--- src/include/codec_rate_params.svh ---
// Constants of the sample-rate and filter control block.
// Assumes the 16-bit register port and a 50 MHz reference clock.
`ifndef CODEC_RATE_PARAMS_SVH
`define CODEC_RATE_PARAMS_SVH

// ****************************************
// Register offsets
// ****************************************
`define CR_A_CTRL1 4'h1
`define CR_A_CTRL2 4'h2
`define CR_A_OVS 4'h3
`define CR_A_DIV 4'h4
`define CR_A_STAT 4'h5

// ****************************************
// Field positions and reset values
// ****************************************
`define CR_BIT_DEC_OVF 7
`define CR_BIT_IIR 5
`define CR_BIT_BYPASS 6
`define CR_DIV_RST 16'h3800
`define CR_P_COARSE 3'h7

// ****************************************
// Timing counts
// ****************************************
`define CR_FRAME_BITS 5'd16
`define CR_LAST_PHASE 5'd30
`define CR_MIN_PERIOD 19'h00020
`define CR_DEC_DELAY 5'd17
`define CR_INT_DELAY 5'd18
`define CR_MOD_INC 10'h080
`define CR_MOD_INC_BYP 10'h020
`define CR_FULL 8'h80
`define CR_FULL_BYP 8'h20

`endif

--- src/include/codec_rate_pkg.sv ---
// Types of the sample-rate and filter control block.
// Assumes nothing beyond the parameter header.
package codec_rate_pkg;

  typedef enum logic [1:0] {
    SER_IDLE = 2'b01,
    SER_SHIFT = 2'b10
  } ser_state_t;

  typedef struct packed {
    logic [18:0] cnt_r;
    logic [18:0] period_r;
    logic [18:0] acc_a_r;
    logic [18:0] acc_d_r;
    logic start_r;
    logic adc_tick_r;
    logic dac_tick_r;
  } rate_state_t;

  typedef struct packed {
    logic [31:0][15:0] words_r;
    logic [15:0] rd_data_r;
  } mem_state_t;

  typedef struct packed {
    logic iir_r;
    logic bypass_r;
    logic [1:0] ovs_r;
    logic [6:0] m_r;
    logic [3:0] n_r;
    logic [2:0] p_r;
    logic ovf_r;
    logic [15:0] rdata_r;
    ser_state_t st_r;
    logic [4:0] ph_r;
    logic sclk_r;
    logic frame_sync_r;
    logic dout_r;
    logic [15:0] tx_r;
    logic din_s1_r;
    logic din_s2_r;
    logic [1:0] cap_r;
    logic [15:0] rx_r;
    logic [4:0] rxn_r;
    logic rx_done_r;
    logic [7:0] ones_r;
    logic [4:0] dw_r;
    logic [4:0] iw_r;
    logic int_pend_r;
    logic [15:0] dac_word_r;
  } ctrl_state_t;

endpackage

--- src/logic/codec_rate_ctrl.sv ---
// Sample-rate generation, filter selection and serial transfer control.
// Assumes a same-clock register master; the serial partner is off chip.
//
// Our own choices: the address map and the plain strobed port.
`timescale 1ns/1ps
`include "codec_rate_params.svh"
module codec_rate_ctrl
  import codec_rate_pkg::*;
(
  input wire logic i_ref_clk,
  input wire logic i_resetn,
  input wire logic [3:0] i_addr,
  input wire logic [15:0] i_wdata,
  input wire logic i_wr,
  input wire logic i_rd,
  output logic [15:0] o_rdata,
  input wire logic i_din,
  output logic o_sclk,
  output logic o_frame_sync,
  output logic o_dout,
  input wire logic i_mod_bit,
  output logic o_adc_tick,
  output logic o_dac_tick,
  output logic [15:0] o_dac_word,
  output logic o_fine_mode,
  output logic o_iir_sel,
  output logic o_bypass
);

  ctrl_state_t s;
  ctrl_state_t s_nxt;
  logic frame_start;
  logic adc_tick;
  logic dac_tick;
  logic fir_on;
  logic [9:0] ovs_inc;
  logic [15:0] dec_calc;
  logic dec_sat;
  logic [15:0] dec_rd;
  logic [15:0] int_rd;
  logic [15:0] tx_word;
  logic [4:0] ph_next;
  logic mod_one;

  assign fir_on = !s.iir_r && !s.bypass_r;
  assign mod_one = adc_tick && i_mod_bit;

  // ****************************************
  // Rate generator and delay memories
  // ****************************************
  always_comb begin
    unique case (s.ovs_r)
      2'b01: ovs_inc = 10'h100;
      2'b10: ovs_inc = 10'h200;
      default: ovs_inc = `CR_MOD_INC;
    endcase
    if (s.bypass_r) begin
      ovs_inc = {2'b00, ovs_inc[9:2]};
    end
  end

  rate_gen u_rate (
    .i_ref_clk(i_ref_clk),
    .i_resetn(i_resetn),
    .i_m({1'b0, s.m_r} + 8'h1),
    .i_n({1'b0, s.n_r} + 5'h1),
    .i_p({1'b0, s.p_r} + 4'h1),
    .i_bypass(s.bypass_r),
    .i_dac_inc(ovs_inc),
    .o_frame_start(frame_start),
    .o_adc_tick(adc_tick),
    .o_dac_tick(dac_tick)
  );

  delay_mem u_dec_mem (
    .i_ref_clk(i_ref_clk),
    .i_resetn(i_resetn),
    .i_wr_en(frame_start),
    .i_wr_addr(s.dw_r),
    .i_wr_data(dec_calc),
    .i_rd_en(frame_start),
    .i_rd_addr(s.dw_r - (`CR_DEC_DELAY - 5'd1)),
    .o_rd_data(dec_rd)
  );

  delay_mem u_int_mem (
    .i_ref_clk(i_ref_clk),
    .i_resetn(i_resetn),
    .i_wr_en(s.rx_done_r),
    .i_wr_addr(s.iw_r),
    .i_wr_data(s.rx_r),
    .i_rd_en(frame_start),
    .i_rd_addr(s.iw_r - `CR_INT_DELAY),
    .o_rd_data(int_rd)
  );

  // ****************************************
  // Decimation word from modulator count
  // ****************************************
  always_comb begin
    if (s.bypass_r) begin
      dec_sat = s.ones_r >= `CR_FULL_BYP;
      dec_calc = {s.ones_r[4:0] - 5'h10, 11'h000};
    end else begin
      dec_sat = s.ones_r >= `CR_FULL;
      dec_calc = {s.ones_r[6:0] - 7'h40, 9'h000};
    end
    if (dec_sat) begin
      dec_calc = 16'h7fff;
    end
    tx_word = fir_on ? dec_rd : dec_calc;
  end

  // ****************************************
  // Next state
  // ****************************************
  always_comb begin
    s_nxt = s;
    ph_next = s.ph_r + 5'h1;
    s_nxt.rx_done_r = 1'b0;
    s_nxt.int_pend_r = 1'b0;
    s_nxt.din_s1_r = i_din;
    s_nxt.din_s2_r = s.din_s1_r;
    s_nxt.cap_r = {s.cap_r[0], 1'b0};
    // Register port
    if (i_wr) begin
      unique case (i_addr)
        `CR_A_CTRL1: s_nxt.iir_r = i_wdata[`CR_BIT_IIR];
        `CR_A_CTRL2: s_nxt.bypass_r = i_wdata[`CR_BIT_BYPASS];
        `CR_A_OVS: s_nxt.ovs_r = i_wdata[1:0];
        `CR_A_DIV: begin
          s_nxt.m_r = i_wdata[6:0];
          s_nxt.n_r = i_wdata[10:7];
          s_nxt.p_r = i_wdata[13:11];
        end
        default: s_nxt.m_r = s.m_r;
      endcase
    end
    s_nxt.rdata_r = 16'h0;
    if (i_rd) begin
      unique case (i_addr)
        `CR_A_CTRL1: begin
          s_nxt.rdata_r[`CR_BIT_DEC_OVF] = s.ovf_r;
          s_nxt.rdata_r[`CR_BIT_IIR] = s.iir_r;
          s_nxt.ovf_r = 1'b0;
        end
        `CR_A_CTRL2: s_nxt.rdata_r[`CR_BIT_BYPASS] = s.bypass_r;
        `CR_A_OVS: s_nxt.rdata_r[1:0] = s.ovs_r;
        `CR_A_DIV: s_nxt.rdata_r = {2'b00, s.p_r, s.n_r, s.m_r};
        `CR_A_STAT: s_nxt.rdata_r[2:0] = {s.bypass_r, s.st_r == SER_SHIFT, o_fine_mode};
        default: s_nxt.rdata_r = 16'h0;
      endcase
    end
    // Modulator count over one frame; overflow set wins over read clear
    s_nxt.ones_r = frame_start ? {7'h0, mod_one} : s.ones_r + {7'h0, mod_one};
    if (frame_start) begin
      if (dec_sat) begin
        s_nxt.ovf_r = 1'b1;
      end
      s_nxt.dw_r = s.dw_r + 5'h1;
      s_nxt.int_pend_r = fir_on;
    end
    // Serial transfer
    unique case (s.st_r)
      SER_IDLE: begin
        if (frame_start) begin
          s_nxt.st_r = SER_SHIFT;
          s_nxt.ph_r = 5'h0;
          s_nxt.frame_sync_r = 1'b0;
          s_nxt.sclk_r = 1'b1;
          s_nxt.dout_r = tx_word[15];
          s_nxt.tx_r = {tx_word[14:0], 1'b0};
        end
      end
      SER_SHIFT: begin
        s_nxt.ph_r = ph_next;
        s_nxt.frame_sync_r = 1'b1;
        if (ph_next[0]) begin
          s_nxt.sclk_r = 1'b0;
          s_nxt.cap_r[0] = 1'b1;
        end else begin
          s_nxt.sclk_r = 1'b1;
          s_nxt.dout_r = s.tx_r[15];
          s_nxt.tx_r = {s.tx_r[14:0], 1'b0};
        end
        if (s.ph_r == `CR_LAST_PHASE) begin
          s_nxt.st_r = SER_IDLE;
        end
      end
    endcase
    // Input bit taken from the synchroniser two cycles after the fall
    if (s.cap_r[1]) begin
      s_nxt.rx_r = {s.rx_r[14:0], s.din_s2_r};
      s_nxt.rxn_r = s.rxn_r + 5'h1;
      if (s.rxn_r == `CR_FRAME_BITS - 5'h1) begin
        s_nxt.rxn_r = 5'h0;
        s_nxt.rx_done_r = 1'b1;
      end
    end
    // Interpolation word, held for the oversampled DAC ticks
    if (s.rx_done_r) begin
      s_nxt.iw_r = s.iw_r + 5'h1;
      if (!fir_on) begin
        s_nxt.dac_word_r = s.rx_r;
      end
    end
    if (s.int_pend_r) begin
      s_nxt.dac_word_r = int_rd;
    end
  end

  always_ff @(posedge i_ref_clk or negedge i_resetn) begin
    if (!i_resetn) begin
      s <= '0;
      s.st_r <= SER_IDLE;
      s.frame_sync_r <= 1'b1;
      s.p_r <= `CR_P_COARSE;
    end else begin
      s <= s_nxt;
    end
  end

  // ****************************************
  // Outputs
  // ****************************************
  assign o_rdata = s.rdata_r;
  assign o_sclk = s.sclk_r;
  assign o_frame_sync = s.frame_sync_r;
  assign o_dout = s.dout_r;
  assign o_adc_tick = adc_tick;
  assign o_dac_tick = dac_tick;
  assign o_dac_word = s.dac_word_r;
  assign o_fine_mode = s.p_r != `CR_P_COARSE;
  assign o_iir_sel = s.iir_r;
  assign o_bypass = s.bypass_r;
endmodule

--- src/logic/delay_mem.sv ---
// Delay memory of 32 words of 16 bits for the FIR group delays.
// Assumes one write and one read per frame from the control block.
`timescale 1ns/1ps
module delay_mem
  import codec_rate_pkg::*;
(
  input wire logic i_ref_clk,
  input wire logic i_resetn,
  input wire logic i_wr_en,
  input wire logic [4:0] i_wr_addr,
  input wire logic [15:0] i_wr_data,
  input wire logic i_rd_en,
  input wire logic [4:0] i_rd_addr,
  output logic [15:0] o_rd_data
);

  mem_state_t s;
  mem_state_t s_nxt;

  always_comb begin
    s_nxt = s;
    if (i_wr_en) begin
      s_nxt.words_r[i_wr_addr] = i_wr_data;
    end
    if (i_rd_en) begin
      s_nxt.rd_data_r = s.words_r[i_rd_addr];
    end
  end

  always_ff @(posedge i_ref_clk or negedge i_resetn) begin
    if (!i_resetn) begin
      s <= '0;
    end else begin
      s <= s_nxt;
    end
  end

  assign o_rd_data = s.rd_data_r;

endmodule

--- src/logic/rate_gen.sv ---
// Frame and converter tick generator from the reference clock.
// Assumes divisor values 1..128, 1..16 and 1..8 from the control block.
`timescale 1ns/1ps
`include "codec_rate_params.svh"
module rate_gen
  import codec_rate_pkg::*;
(
  input wire logic i_ref_clk,
  input wire logic i_resetn,
  input wire logic [7:0] i_m,
  input wire logic [4:0] i_n,
  input wire logic [3:0] i_p,
  input wire logic i_bypass,
  input wire logic [9:0] i_dac_inc,
  output logic o_frame_start,
  output logic o_adc_tick,
  output logic o_dac_tick
);

  rate_state_t s;
  rate_state_t s_nxt;
  logic [18:0] prod;
  logic [18:0] raw;
  logic [18:0] period_new;
  logic [18:0] sum_a;
  logic [18:0] sum_d;
  logic [9:0] adc_inc;
  logic [18:0] per_use;
  logic at_start;

  // ****************************************
  // Frame period and converter ticks
  // ****************************************
  always_comb begin
    prod = 19'(i_m) * 19'(i_n) * 19'(i_p);
    raw = i_bypass ? {prod[16:0], 2'b00} : {prod[14:0], 4'h0};
    period_new = (raw < `CR_MIN_PERIOD) ? `CR_MIN_PERIOD : raw;
    adc_inc = i_bypass ? `CR_MOD_INC_BYP : `CR_MOD_INC;
    at_start = s.cnt_r == 19'h0;
    // Restart on every frame cycle too, so a frame holds exactly inc ticks when inc is not above the period
    per_use = at_start ? period_new : s.period_r;
    sum_a = (at_start ? 19'h0 : s.acc_a_r) + 19'(adc_inc);
    sum_d = (at_start ? 19'h0 : s.acc_d_r) + 19'(i_dac_inc);
    s_nxt = s;
    s_nxt.start_r = at_start;
    // Multiplier model: converter ticks only, never the shift clock
    s_nxt.acc_a_r = (sum_a >= per_use) ? sum_a - per_use : sum_a;
    s_nxt.adc_tick_r = sum_a >= per_use;
    s_nxt.acc_d_r = (sum_d >= per_use) ? sum_d - per_use : sum_d;
    s_nxt.dac_tick_r = sum_d >= per_use;
    if (at_start) begin
      s_nxt.period_r = period_new;
      s_nxt.cnt_r = period_new - 19'h1;
    end else begin
      s_nxt.cnt_r = s.cnt_r - 19'h1;
    end
  end

  always_ff @(posedge i_ref_clk or negedge i_resetn) begin
    if (!i_resetn) begin
      s <= '0;
    end else begin
      s <= s_nxt;
    end
  end

  assign o_frame_start = s.start_r;
  assign o_adc_tick = s.adc_tick_r;
  assign o_dac_tick = s.dac_tick_r;

  // ****************************************
  // Checks
  // ****************************************
  logic [18:0] gap_r;
  logic [18:0] per_h_r;
  logic seen_r;

  always_ff @(posedge i_ref_clk or negedge i_resetn) begin
    if (!i_resetn) begin
      gap_r <= 19'h0;
      per_h_r <= 19'h0;
      seen_r <= 1'b0;
    end else begin
      gap_r <= s.start_r ? 19'h1 : gap_r + 19'h1;
      if (s.start_r) begin
        per_h_r <= s.period_r;
        seen_r <= 1'b1;
      end
    end
  end
endmodule

--- config.mk ---
export PLATFORM = sky130hd
export DESIGN_NAME = codec_rate_ctrl
export DESIGN_NICKNAME = d
export VERILOG_FILES = /design/src/include/codec_rate_pkg.sv /design/src/logic/codec_rate_ctrl.sv /design/src/logic/delay_mem.sv /design/src/logic/rate_gen.sv
export VERILOG_INCLUDE_DIRS = /design/src /design/src/include
export SDC_FILE = /design/constraint.sdc
export NUM_CORES = 2
export LEC_CHECK = 0
export BUFFER_PORTS_ARGS = -buffer_cell sky130_fd_sc_hd__clkbuf_2
export CAP_MARGIN = 20
export CORE_UTILIZATION = 55
export CTS_CLUSTER_SIZE = 30
export DETAILED_ROUTE_END_ITERATION = 12
export PLACE_DENSITY = 0.78
export SYNTH_ARGS = -nofsm -noshare
export SYNTH_HDL_FRONTEND = slang
export SYNTH_SLANG_ARGS = --single-unit
export TNS_END_PERCENT = 30
--- constraint.sdc ---
create_clock -name i_ref_clk -period 13.7 [get_ports i_ref_clk]
set_clock_uncertainty 0.15 [all_clocks]
set_input_delay 2.74 -clock i_ref_clk [delete_from_list [all_inputs] [get_ports i_ref_clk]]
set_output_delay 2.74 -clock i_ref_clk [all_outputs]
set_load 0.005 [all_outputs]
==> flow_results.xml <==
<?xml version="1.0" encoding="UTF-8"?>
<metrics>
  <group name="global_route">
    <metric name="global_route.usage.total" unit="%">25.0</metric>
    <metric name="grt_overflow_total" unit="">0</metric>
    <metric name="antenna_found_initial" unit="">1</metric>
    <metric name="grt_first_pass_wirelength" unit="µm">180000</metric>
    <metric name="grt_pass1_vias" unit="">32700</metric>
    <metric name="grt_max_degree" unit="">188</metric>
  </group>
  <group name="floorplan">
    <metric name="die_y" unit="µm">303</metric>
    <metric name="dieWidth" unit="µm">303</metric>
    <metric name="placeableCoreArea" unit="µm²">89900</metric>
    <metric name="initial_core_utilization" unit="%">55.4</metric>
    <metric name="die_area" unit="µm²">91800</metric>
    <metric name="pin_count" unit="">66</metric>
    <metric name="rows" unit="">110</metric>
  </group>
  <group name="clocking">
    <metric name="cts.repair_timing.setup_buffer_count" unit="">0</metric>
    <metric name="number_of_buffers_inserted_for_hold_repair_after_clock_tree_synthesis" unit="">0</metric>
    <metric name="clock-root-buffer" unit="">clkbuf_16</metric>
    <metric name="tritoncts_clock_tree" unit="">done</metric>
    <metric name="clock_tree.buffer_depth" unit="">3</metric>
    <metric name="cts_sinks" unit="">990</metric>
    <metric name="worstSkewPairLatency" unit="ps">680</metric>
    <metric name="reg_clk_slew_reported_paths" unit="ps">60</metric>
    <metric name="cts-buffers-inserted" unit="">98</metric>
    <metric name="cts_resized" unit="">0</metric>
    <metric name="level_count_of_the_clock_h_tree" unit="">3</metric>
  </group>
  <group name="route">
    <metric name="post_drt_via_cell_ratio" unit="">6.06</metric>
    <metric name="detailedRoute.firstIterationViolations" unit="">2936</metric>
    <metric name="routed-via-count" unit="">32000</metric>
    <metric name="drc" unit="">0</metric>
    <metric name="wire_per_inst" unit="µm">21.3</metric>
    <metric name="final_antenna_net_count" unit="">0</metric>
    <metric name="drt_first_pass_iters" unit="">5</metric>
    <metric name="routed_wl" unit="µm">112000</metric>
  </group>
  <group name="yosys">
    <metric name="most_used_flip_flop_cell_after_synthesis" unit="">dfrtp_1</metric>
    <metric name="yosysWarnings" unit="">0</metric>
    <metric name="synthArstFlopShare" unit="%">100</metric>
    <metric name="synthCells" unit="">4092</metric>
    <metric name="syn-mean-instance-area" unit="µm²">12.2</metric>
    <metric name="yosys_register_bits" unit="">990</metric>
    <metric name="synth_edf_count" unit="">0</metric>
    <metric name="ys_seq_area_share" unit="%">49.7</metric>
    <metric name="synth_cell_types" unit="">80</metric>
    <metric name="syn_area" unit="µm²">49800</metric>
  </group>
  <group name="timing">
    <metric name="fin_tns_setup" unit="ps">0</metric>
    <metric name="setup_violations" unit="">0</metric>
    <metric name="max_freq" unit="GHz">0.0825</metric>
    <metric name="worst_slew_margin_rel" unit="%">24.2</metric>
    <metric name="rsz0062_at_grt" unit="">false</metric>
    <metric name="finalHoldViolations" unit="">0</metric>
    <metric name="min_period_over_period" unit="%">88.5</metric>
    <metric name="slew_viol_final" unit="">0</metric>
    <metric name="tightest_slew" unit="ps">1140</metric>
    <metric name="period_needed" unit="ps">12130</metric>
  </group>
  <group name="cells_and_area">
    <metric name="postLayoutCoreUtil" unit="%">60.7</metric>
    <metric name="final_layout_size_suffix_gt1_share" unit="%">28.9</metric>
    <metric name="flow.area_growth_from_synthesis" unit="%">9.46</metric>
    <metric name="fillCellCount" unit="">6638</metric>
    <metric name="finalInstanceArea" unit="µm²">54500</metric>
    <metric name="fin_nets" unit="">4205</metric>
  </group>
  <group name="critical_path">
    <metric name="cp-start-kind" unit="">flip-flop</metric>
    <metric name="timing.setup.critical_path_class" unit="">reg -&gt; reg</metric>
    <metric name="critical_path.most_common_cell" unit="">a21oi_1</metric>
    <metric name="worst_setup_path_end_kind" unit="">flip-flop</metric>
    <metric name="cp_max_fo" unit="">20</metric>
    <metric name="required" unit="ps">14080</metric>
    <metric name="critPathArrivalTime" unit="ps">12510</metric>
    <metric name="worst_path_max_delay_cell" unit="">nor2_2</metric>
    <metric name="worst_path_largest_cell_delay" unit="ps">820</metric>
  </group>
  <group name="place">
    <metric name="gp_routability_congestion" unit="">0.838</metric>
    <metric name="postPlaceCellArea" unit="µm²">51100</metric>
    <metric name="port-buffer-count" unit="">61</metric>
    <metric name="dpl.hpwl" unit="µm">70300</metric>
  </group>
  <group name="flow_run">
    <metric name="drv.max_cap_violation_count" unit="">0</metric>
  </group>
  <group name="power">
    <metric name="cellPowerDensity" unit="nW/µm²">202</metric>
    <metric name="peakVddDrop" unit="V">0.000408</metric>
    <metric name="power_leakage" unit="nW">25.3</metric>
  </group>
  <group name="status">
    <metric name="result_of_the_run" unit="">completed</metric>
  </group>
  <group name="hold_path">
    <metric name="min_path_type" unit="">reg -&gt; reg</metric>
  </group>
</metrics>
-- critical path: cells and delay by family (launching register included) --
family,cells,cell delay [ps]
AND/OR/NAND/NOR,10,2800
XOR/XNOR,2,300
buffers and inverters,3,140
flip-flops,1,640
AO/OA/AOI/OAI,18,3440
adder cells (fa/ha/maj),9,4060
multiplexers,1,420
-- report_power, final --
group	switching (mW)	leakage (nW)	internal, mW
registers	0.387	13.4	3.15
clock network	1.16	1.63	1.60
logic	2.79	10.2	1.91
-- per-stage QoR --
step | instances | hold WS, ps | setup WS, ps | power [mW]
3_3_place_gp | 5088 | 184 | 1850 | 8.09
6_report | 5284 | 197 | 1570 | 11.0
2_1_floorplan | 4093 | 181 | 3530 | 7.15
5_1_grt | 5283 | 204 | 819 | 11.7
3_5_place_dp | 5093 | 186 | 1700 | 8.18
4_1_cts | 5274 | 200 | 1610 | 11.0
-- per-layer routing --
layer | vias to the layer above | wire length (µm) | share of wire (%) | GRT usage, %
met4 | 0 | 2360 | 2.1 | 6.99
met2 | 912 | 52900 | 47 | 39.4
met1 | 16600 | 50600 | 45 | 36.2
met3 | 172 | 6550 | 5.8 | 3.70
li1 | 14400 | - | - | -
met5 | - | 0 | 0 | 0
-- final timing paths --
check / startpoint / end / slack, ps / cells past startpoint
setup / recovery: s[107]$_DFFE_PN0P_ / u_rate.s[33]$_DFF_PN0_ / 1570 / 43
hold / removal: s[60]$_DFF_PN0_ / s[59]$_DFF_PN0_ / 200 / 0
setup reg to reg: s[107]$_DFFE_PN0P_ / u_rate.s[33]$_DFF_PN0_ / 1570 / 43
hold reg to reg: s[60]$_DFF_PN0_ / s[59]$_DFF_PN0_ / 200 / 0
max in group asynchronous: i_resetn / o_dac_word[8]$_DFFE_PN0P_ / 9130 / 3
min in group asynchronous: i_resetn / o_rdata[4]$_DFF_PN0_ / 1970 / 1
-- synth_stat cells, types with 14 or more instances --
| library cell | number | area share [%] |
|---|---|---|
| a211oi_1 | 14 | 0.21 |
| a21o_1 | 28 | 0.42 |
| a21oi_1 | 242 | 2.4 |
| and2_1 | 64 | 0.80 |
| and3_1 | 27 | 0.34 |
| buf_1 | 25 | 0.19 |
| buf_2 | 20 | 0.20 |
| buf_4 | 34 | 0.51 |
| clkbuf_1 | 230 | 1.7 |
| dfrtp_1 | 985 | 49 |
| fa_1 | 43 | 1.7 |
| ha_1 | 110 | 2.8 |
| inv_1 | 131 | 0.99 |
| mux2_2 | 581 | 13 |
| mux2i_1 | 65 | 1.3 |
| mux4_2 | 224 | 10 |
| nand2_1 | 278 | 2.1 |
| nand2b_1 | 24 | 0.30 |
| nand3_1 | 47 | 0.47 |
| nand4_1 | 16 | 0.20 |
| nor2_1 | 339 | 2.6 |
| nor2b_1 | 26 | 0.33 |
| nor3_1 | 34 | 0.34 |
| o21a_1 | 15 | 0.23 |
| o21ai_0 | 191 | 1.9 |
| o21bai_1 | 16 | 0.24 |
| or3_1 | 17 | 0.21 |
| xnor2_1 | 65 | 1.1 |
| xor2_1 | 44 | 0.77 |
-- final cells by class --
type	instances	area, µm²	share of cell area, %
Inverter	132	495	0.909
Tap cell	1176	1470	2.70
Sequential cell	990	24800	45.5
Multi-Input combinational cell	2662	23400	42.9
Timing Repair Buffer	142	1080	1.99
Clock buffer	138	2790	5.12
Antenna cell	1	2.50	0.00459
Clock inverter	43	512	0.939
-- sequential cells by signal, indices dropped and copies added, names as in the netlist --
signal                count
u_dec_mem.o_rd_data       8
u_rate.o_dac_tick         1
u_rate.o_frame_start      1
o_bypass                  1
u_rate.s                 76
o_sclk                    1
u_dec_mem.s             256
u_int_mem.o_rd_data      16
o_rdata                  14
o_dout                    1
u_int_mem.s             512
o_iir_sel                 1
s                        84
o_dac_word               16
o_frame_sync              1
u_rate.o_adc_tick         1
-- cell usage in the layout (no fill, tap or decap), types with 99 or more instances in the layout --
cell | Yosys | final
nor2_1 | 339 | 320
clkbuf_16 | 0 | 99
ha_1 | 110 | 109
a21oi_1 | 242 | 239
inv_1 | 131 | 131
mux4_2 | 224 | 224
dfrtp_1 | 985 | 980
mux2_2 | 581 | 581
o21ai_0 | 191 | 191
nand2_1 | 278 | 278
-- logic make-up (layout without fill, tap and decap cells) --
| kind of cell | Yosys count | in the layout | share of synthesized area [%] |
|---|---|---|---|
| AOI/OAI and AO/OA | 615 | 615 | 7.36 |
| xor gates and xnor gates | 109 | 109 | 1.92 |
| adders and majority gates | 153 | 153 | 4.49 |
| buffers and inverters | 441 | 455 | 3.63 |
| DFF | 990 | 990 | 49.7 |
| muxes | 870 | 870 | 24.6 |
| other | 1 | 3 | 0.00753 |
| and+or+nand+nor | 913 | 913 | 8.27 |
(Power assumes the default switching activity.)
